[src/sram_pkg.sv]
// Package for the asynchronous SRAM host controller: timing constants and states
package sram_pkg;

  // ----------------------------------------------------------------
  // Clock and geometry
  // ----------------------------------------------------------------
  // Core clock period in picoseconds (200 MHz)
  localparam int CLK_PERIOD_PS = 5000;
  // Address width for 512K words
  localparam int ADDR_W = 19;
  // Data width, one byte per word
  localparam int DATA_W = 8;

  // ----------------------------------------------------------------
  // Device timing, in ns as printed
  // ----------------------------------------------------------------
  localparam int READ_CYCLE_MIN_NS = 70;
  localparam int ADDR_ACCESS_MAX_NS = 70;
  localparam int SELECT_ACCESS_MAX_NS = 70;
  localparam int OE_ACCESS_MAX_NS = 35;
  localparam int DESELECT_TO_FLOAT_MAX_NS = 30;
  localparam int OE_OFF_TO_FLOAT_MAX_NS = 30;
  localparam int WRITE_CYCLE_MIN_NS = 70;
  localparam int SELECT_TO_WRITE_END_MIN_NS = 60;
  localparam int ADDR_TO_WRITE_END_MIN_NS = 60;
  localparam int WRITE_PULSE_MIN_NS = 50;
  localparam int WRITE_TO_FLOAT_MAX_NS = 30;
  localparam int DATA_SETUP_MIN_NS = 30;
  localparam int RETENTION_RECOVERY_MIN_NS = READ_CYCLE_MIN_NS;

  // ----------------------------------------------------------------
  // Cycle counts (least times round up, wait-for-max also rounds up)
  // ----------------------------------------------------------------
  localparam int READ_WAIT_NS = (ADDR_ACCESS_MAX_NS > SELECT_ACCESS_MAX_NS) ?
                                ADDR_ACCESS_MAX_NS : SELECT_ACCESS_MAX_NS;
  // Sample one cycle after the access time has passed
  localparam int READ_CYC = (READ_WAIT_NS * 1000 + CLK_PERIOD_PS - 1) / CLK_PERIOD_PS + 1;
  // Bus float wait after read, before host may drive
  localparam int FLOAT_CYC = (OE_OFF_TO_FLOAT_MAX_NS * 1000 + CLK_PERIOD_PS - 1) / CLK_PERIOD_PS;
  // Write pulse with output enable held off: largest least time
  localparam int WP_NS_A = (WRITE_PULSE_MIN_NS > SELECT_TO_WRITE_END_MIN_NS) ?
                           WRITE_PULSE_MIN_NS : SELECT_TO_WRITE_END_MIN_NS;
  localparam int WP_NS = (WP_NS_A > ADDR_TO_WRITE_END_MIN_NS) ? WP_NS_A : ADDR_TO_WRITE_END_MIN_NS;
  // Data driven after write-to-float, then held for data setup
  localparam int WP_CONT_NS = DATA_SETUP_MIN_NS + WRITE_TO_FLOAT_MAX_NS;
  localparam int WP_CYC = (((WP_NS > WP_CONT_NS) ? WP_NS : WP_CONT_NS) * 1000 + CLK_PERIOD_PS - 1)
                          / CLK_PERIOD_PS;
  localparam int WC_CYC = (WRITE_CYCLE_MIN_NS * 1000 + CLK_PERIOD_PS - 1) / CLK_PERIOD_PS;
  localparam int RECOV_CYC = (RETENTION_RECOVERY_MIN_NS * 1000 + CLK_PERIOD_PS - 1) / CLK_PERIOD_PS;
  localparam int CNT_W = 8;

  // ----------------------------------------------------------------
  // Controller states
  // ----------------------------------------------------------------
  typedef enum logic [2:0] {
    SR_IDLE,
    SR_READ,
    SR_FLOAT,
    SR_WRITE,
    SR_WREC,
    SR_RETAIN,
    SR_RECOVER
  } sram_state_t;

endpackage
[src/sram_host.sv]
// Host-side controller driving an asynchronous 512K x 8 SRAM
//
// Behaviour
// - Write overlap at least 50 ns
// - Address set with write start, 60 ns before end
// - Select active 60 ns before write end
// - Address held to write end, cycle 70 ns
// - Data valid 30 ns before end, held through
// - Writes hold OE high; pulse still covers write-to-float
// - Host never fights device-driven bus
// - Select inactive before retention, recover one read cycle
`timescale 1ns/1ps

module sram_host
  import sram_pkg::*;
(
  input wire logic core_clk_i, // Core clock, 200 MHz
  input wire logic rstn_i, // Asynchronous reset, active low
  input wire logic req_valid_i, // Access request
  input wire logic req_write_i, // 1 write, 0 read
  input wire logic [ADDR_W-1:0] req_addr_i, // Word address
  input wire logic [DATA_W-1:0] req_wdata_i, // Write byte
  output logic req_ready_o, // Request taken when high with valid
  output logic rsp_valid_o, // Read data pulse
  output logic [DATA_W-1:0] rsp_rdata_o, // Read byte
  input wire logic retain_req_i, // Level: enter data retention
  output logic retain_o, // High while in retention
  output logic [ADDR_W-1:0] addr_bus_o, // Address pins
  input wire logic [DATA_W-1:0] data_bus_i, // Data pins, sampled
  output logic [DATA_W-1:0] data_bus_o, // Data pins, driven
  output logic data_bus_oe_n_o, // Low while host drives data
  output logic cs_n_o, // Select, active low
  output logic oe_n_o, // Output enable, active low
  output logic we_n_o // Write enable, active low
);

  // ----------------------------------------------------------------
  // State
  // ----------------------------------------------------------------
  sram_state_t state_q, state_d; // Controller state
  logic [CNT_W-1:0] cnt_q, cnt_d; // Cycle counter within a phase
  logic [ADDR_W-1:0] addr_q, addr_d; // Address pins register
  logic [DATA_W-1:0] wdata_q, wdata_d; // Write data register
  logic [DATA_W-1:0] rdata_q, rdata_d; // Captured read data
  logic rsp_q, rsp_d; // Read response pulse
  logic cs_n_q, cs_n_d; // Select pin register
  logic oe_n_q, oe_n_d; // Output enable pin register
  logic we_n_q, we_n_d; // Write enable pin register
  logic drv_n_q, drv_n_d; // Data driver enable, low drives

  // Accept new work only from idle with no retention pending
  assign req_ready_o = (state_q == SR_IDLE) && !retain_req_i;

  // ----------------------------------------------------------------
  // Next-state logic
  // ----------------------------------------------------------------
  always_comb begin
    state_d = state_q;
    cnt_d = cnt_q;
    addr_d = addr_q;
    wdata_d = wdata_q;
    rdata_d = rdata_q;
    rsp_d = 1'b0;
    cs_n_d = cs_n_q;
    oe_n_d = oe_n_q;
    we_n_d = we_n_q;
    drv_n_d = drv_n_q;
    case (state_q)
      // Idle: output disable, bus floats on both sides
      SR_IDLE: begin
        if (retain_req_i) begin
          cs_n_d = 1'b1;
          oe_n_d = 1'b1;
          state_d = SR_RETAIN;
        end else if (req_valid_i) begin
          addr_d = req_addr_i;
          cnt_d = '0;
          cs_n_d = 1'b0;
          if (req_write_i) begin
            wdata_d = req_wdata_i;
            we_n_d = 1'b0;
            oe_n_d = 1'b1;
            state_d = SR_WRITE;
          end else begin
            oe_n_d = 1'b0;
            state_d = SR_READ;
          end
        end
      end
      // Read: wait past access times, then sample
      SR_READ: begin
        cnt_d = cnt_q + 8'h01;
        if (cnt_q == CNT_W'(READ_CYC - 1)) begin
          rdata_d = data_bus_i;
          rsp_d = 1'b1;
          oe_n_d = 1'b1;
          cs_n_d = 1'b1;
          cnt_d = '0;
          state_d = SR_FLOAT;
        end
      end
      // Bus float: device releases before anything else starts
      SR_FLOAT: begin
        cnt_d = cnt_q + 8'h01;
        if (cnt_q == CNT_W'(FLOAT_CYC - 1)) begin
          state_d = SR_IDLE;
        end
      end
      // Write pulse: select and write low together
      SR_WRITE: begin
        cnt_d = cnt_q + 8'h01;
        drv_n_d = 1'b0;
        if (cnt_q == CNT_W'(WP_CYC - 1)) begin
          we_n_d = 1'b1;
          cs_n_d = 1'b1;
          state_d = SR_WREC;
        end
      end
      // Recovery: hold address and data past the end
      SR_WREC: begin
        cnt_d = cnt_q + 8'h01;
        drv_n_d = 1'b1;
        if (cnt_q >= CNT_W'(WC_CYC - 1)) begin
          state_d = SR_IDLE;
        end
      end
      // Retention: select held off, other pins idle
      SR_RETAIN: begin
        cnt_d = '0;
        if (!retain_req_i) begin
          state_d = SR_RECOVER;
        end
      end
      // Recovery from retention: one read cycle time
      SR_RECOVER: begin
        cnt_d = cnt_q + 8'h01;
        if (cnt_q == CNT_W'(RECOV_CYC - 1)) begin
          state_d = SR_IDLE;
        end
      end
      default: begin
        state_d = SR_IDLE;
        cs_n_d = 1'b1;
        oe_n_d = 1'b1;
        we_n_d = 1'b1;
        drv_n_d = 1'b1;
      end
    endcase
  end

  // ----------------------------------------------------------------
  // Registers
  // ----------------------------------------------------------------
  always_ff @(posedge core_clk_i or negedge rstn_i) begin
    if (!rstn_i) begin
      state_q <= SR_IDLE;
      cnt_q <= '0;
      addr_q <= '0;
      wdata_q <= '0;
      rdata_q <= '0;
      rsp_q <= 1'b0;
      cs_n_q <= 1'b1;
      oe_n_q <= 1'b1;
      we_n_q <= 1'b1;
      drv_n_q <= 1'b1;
    end else begin
      state_q <= state_d;
      cnt_q <= cnt_d;
      addr_q <= addr_d;
      wdata_q <= wdata_d;
      rdata_q <= rdata_d;
      rsp_q <= rsp_d;
      cs_n_q <= cs_n_d;
      oe_n_q <= oe_n_d;
      we_n_q <= we_n_d;
      drv_n_q <= drv_n_d;
    end
  end

  // ----------------------------------------------------------------
  // Outputs, all from flip-flops except ready (decoded from state and retain_req_i) and retain (decoded from state)
  // ----------------------------------------------------------------
  assign addr_bus_o = addr_q;
  assign data_bus_o = wdata_q;
  assign data_bus_oe_n_o = drv_n_q;
  assign cs_n_o = cs_n_q;
  assign oe_n_o = oe_n_q;
  assign we_n_o = we_n_q;
  assign rsp_valid_o = rsp_q;
  assign rsp_rdata_o = rdata_q;
  assign retain_o = (state_q == SR_RETAIN);

endmodule // sram_host

[config.mk]
export PLATFORM = sky130hd
export DESIGN_NAME = sram_host
export DESIGN_NICKNAME = d
export VERILOG_FILES = /design/src/sram_pkg.sv /design/src/sram_host.sv
export SDC_FILE = /design/constraint.sdc
export NUM_CORES = 1
export LEC_CHECK = 0
export BUFFER_PORTS_ARGS = -buffer_cell sky130_fd_sc_hd__buf_2
export CAP_MARGIN = 5
export CORE_ASPECT_RATIO = 0.75
export CORE_MARGIN = 5
export CORE_UTILIZATION = 45
export CTS_CLUSTER_SIZE = 40
export DETAILED_ROUTE_END_ITERATION = 16
export GPL_ROUTABILITY_DRIVEN = 0
export PLACE_DENSITY = 0.73
export SYNTH_ARGS = -nofsm -noshare
export SYNTH_HDL_FRONTEND = slang
export SYNTH_SLANG_ARGS = --single-unit
[constraint.sdc]
create_clock -name core_clk_i -period 3.02 [get_ports core_clk_i]
set_clock_uncertainty 0.1 [all_clocks]
set_input_delay 0.302 -clock core_clk_i [delete_from_list [all_inputs] [get_ports core_clk_i]]
set_output_delay 0.302 -clock core_clk_i [all_outputs]
set_load 0.05 [all_outputs]
==> impl_summary.log <==
INFO  metric critical_path_end_type = primary output
INFO  metric synth_top_area_frac = 0.487
INFO  metric vdd_ir_drop_max = 730 uV
INFO  metric synthFlopType = dfrtp_1
INFO  metric final-max-slew-violation-count = 0
INFO  metric clk_sink_count = 51
INFO  metric totalPowerFinal = 3.61 mW
INFO  metric ff_latch_area = 1280 um2
INFO  metric clockRootBuffer = clkbuf_8
INFO  metric cts_tree = yes
INFO  metric max-clock-path-buffers = 2
INFO  metric cp_data_required_time = 2.62 ns
INFO  metric p_leak = 1.46 nW
INFO  metric postSynthAreaPerCell = 12.5 um2
INFO  metric post_drt_via_cell_ratio = 5.03
INFO  metric floorplan.initialDensity = 0.459
INFO  metric post-cts-setup-buffers = 0
INFO  metric min_period = 2.34 ns
INFO  metric grt_antenna_before_repair = 0
INFO  metric synth_top_cells_by_area = dfrtp_1 (49%), mux2_2 (15%), dfstp_2 (4.3%)
INFO  metric fp.coreArea = 5270 um2
INFO  metric max_slew.worst_pin.slew = 0.600 ns
INFO  metric critPathLaunchType = register
INFO  metric drcViolationCount = 0
INFO  metric reg2reg_setup_slack = 0.85 ns
INFO  metric synth_area = 2420 um2
INFO  metric routed_wire_length_per_instance = 14.5 um
INFO  metric cts_buffers = 5
INFO  metric min_path_type = in -> reg
INFO  metric report.final.setup_viol = 0
INFO  metric grt_first_pass_wirelength = 8400 um
INFO  metric unique_cell_type_count_in_the_yosys_netlist = 52
INFO  metric path_cells = or2_2, nor3_2, buf_2
INFO  metric synth_sequential_area_ratio = 0.530
INFO  metric critPathTopFamily = simple AND/OR/NAND/NOR gates
INFO  metric grt-ovfl-total = 0
INFO  metric final.setup.tns = 0 ns
INFO  metric num-nets-final = 320
INFO  metric timing.final.hold_violations = 0
INFO  metric drc_marker_count_from_the_first_detailed_route_iteration = 128
INFO  metric drv.max_cap_violation_count = 0
INFO  metric timing.setup.critical_path_class = reg -> out
INFO  metric path_clk_slew = 0.09 ns
INFO  metric synth-warning-count = 0
INFO  metric finalWirelength = 5100 um
INFO  metric layout.cells.most_common = buf_2
INFO  metric clkLatencyLatePin = 0.30 ns
INFO  metric first_global_vias = 1791
INFO  metric insertedDiodeCount = 0
INFO  metric die-width = 94.6 um
INFO  metric grt_setup_unrepaired = false
INFO  metric nFillCells = 469
INFO  metric grt_start_max_net_pins = 27
INFO  metric critical-path-max-stage-delay = 0.59 ns
INFO  metric synth_edf_count = 0
INFO  metric design.die.area = 6950 um2
INFO  metric floorplan.die.height = 73.5 um
INFO  metric final_hpwl_dp = 3790 um
INFO  metric via_total_after_detailed_routing = 1771
INFO  metric port-buffer-count = 81
INFO  metric power_density = 1210 nW/um2
INFO  metric yosysTopAreaCell = dfrtp_1
INFO  metric cpMaxStageDelayCell = dfrtp_1
INFO  metric async_flop_share = 1.00
INFO  metric io_pins = 82
INFO  metric post_cts.resized_instances = 0
INFO  metric timing.critical_path.fanout_max = 15
INFO  metric layout_worst_path_cycle_share = 0.776
INFO  metric most-common-layout-cells = buf_2 (81), dfrtp_1 (47), mux2_2 (33)
INFO  metric drive_above_1_share = 0.505
INFO  metric placed_cell_area = 2860 um2
INFO  metric antenna_left = 0
INFO  metric grt_use_total = 0.154
INFO  metric area_used_by_multi_input_combinational_logic = 1030 um2
INFO  metric 1st_pass_router_iterations = 4
INFO  metric postSynthRegisterBits = 51
INFO  metric cts-htree-levels = 2
INFO  metric row_count = 23
INFO  metric critPathBufInv = 1
INFO  metric max-slew-margin-rel = 0.598
INFO  metric synth_fp_nets = 237
INFO  metric run_status = finished clean
INFO  metric critPathArrivalTime = 1.94 ns
INFO  metric layout-area-overhead-vs-synth = 23.5%
INFO  metric layout.cell_area.non_filler = 2990 um2
INFO  metric synthesis.instances = 193
INFO  metric maxClockFrequency = 427 MHz
==> final timing paths <==
kind | from | to | depth (start not counted)
min reg2reg | rsp_rdata_o[7] | rsp_rdata_o[7] | 1
max | state_q[0] | req_ready_o | 3
max in group asynchronous | rstn_i | cs_n_o | 3
min | data_bus_i[7] | rsp_rdata_o[7] | 2
max reg2reg | state_q[0] | cnt_q[5] | 5
min in group asynchronous | rstn_i | cnt_q[2] | 2
==> sequential cells by signal (all words and copies together) (netlist names) <==
signal,cells
addr_bus_o,19
cnt_q,8
cs_n_o,1
data_bus_o,8
data_bus_oe_n_o,1
oe_n_o,1
rsp_rdata_o,8
rsp_valid_o,1
state_q,3
we_n_o,1
==> cells by family (layout without fill, tap and decap cells) <==
kind of cell / count (synthesis) / in the layout / share of synthesized area
muxes: 39 / 39 / 0.182
and+or+nand+nor: 50 / 50 / 0.119
AOI/OAI and AO/OA: 29 / 29 / 0.0958
buffers and inverters: 17 / 101 / 0.0419
xor gates and xnor gates: 3 / 3 / 0.0109
DFF: 51 / 51 / 0.530
adders and majority gates: 4 / 4 / 0.0207
==> cell usage after synthesis, types with 2 or more instances <==
cell type / n
nand3_1: 8
xnor2_1: 3
clkbuf_8: 2
mux2_2: 33
nor4_1: 3
a41o_1: 2
buf_2: 2
inv_1: 9
a21o_1: 2
o21ai_0: 2
mux2_1: 2
a21oi_1: 8
nor2_1: 8
dfrtp_1: 47
a22o_1: 2
nand2b_1: 2
nand2_1: 15
ha_1: 4
mux2i_1: 3
dfstp_2: 4
==> routing by layer <==
metal | track usage | share of wire | routed length (um)
met2 | 0.234 | 0.44 | 2260
met1 | 0.213 | 0.46 | 2370
met3 | 0.0553 | 0.087 | 441
met5 | 0 | 0 | 0
met4 | 0.0336 | 0.0055 | 28
==> stage by stage <==
step / cells / util / hold slack (ns) / setup slack [ns]
detailed placement: 343 / 0.544 / 0.251 / 0.879
global route: 352 / 0.567 / 0.104 / 0.597
floorplan: 193 / - / -0.0936 / 0.643
global placement: 343 / 0.544 / 0.253 / 0.921
finish: 352 / 0.567 / 0.101 / 0.675
CTS: 352 / 0.567 / 0.100 / 0.674
==> worst reg2reg max path, cell delays in order, from the launching register on <==
cell,delay (ns)
dfrtp_1,0.59
or2_2,0.43
o31ai_2,0.55
nor4_1,0.15
xnor2_1,0.19
nor2_1,0.06
==> layout make-up <==
| cell class | count | area share |
|---|---|---|
| multi-input combinational | 125 | 0.347 |
| inverter | 9 | 0.0113 |
| sequential | 51 | 0.429 |
| tap | 75 | 0.0314 |
| clock inverter | 2 | 0.0130 |
| timing repair buffer | 84 | 0.144 |
| clock buffer | 6 | 0.0243 |
==> what timing repair did <==
| item | 4_1_cts | 5_1_grt |
|---|---|---|
| hold buffers | 1 | 0 |
| setup endpoints to repair | 0 | 0 |
| hold endpoints to repair | 24 | 0 |
==> where the power goes <==
part           internal [mW]  total, mW  switching [mW]
Clock                  0.251      0.484           0.233
Sequential             0.972       1.22           0.248
Combinational          0.599       1.91            1.31
Total                   1.82       3.61            1.79
Power figures use the tool's default switching activity.
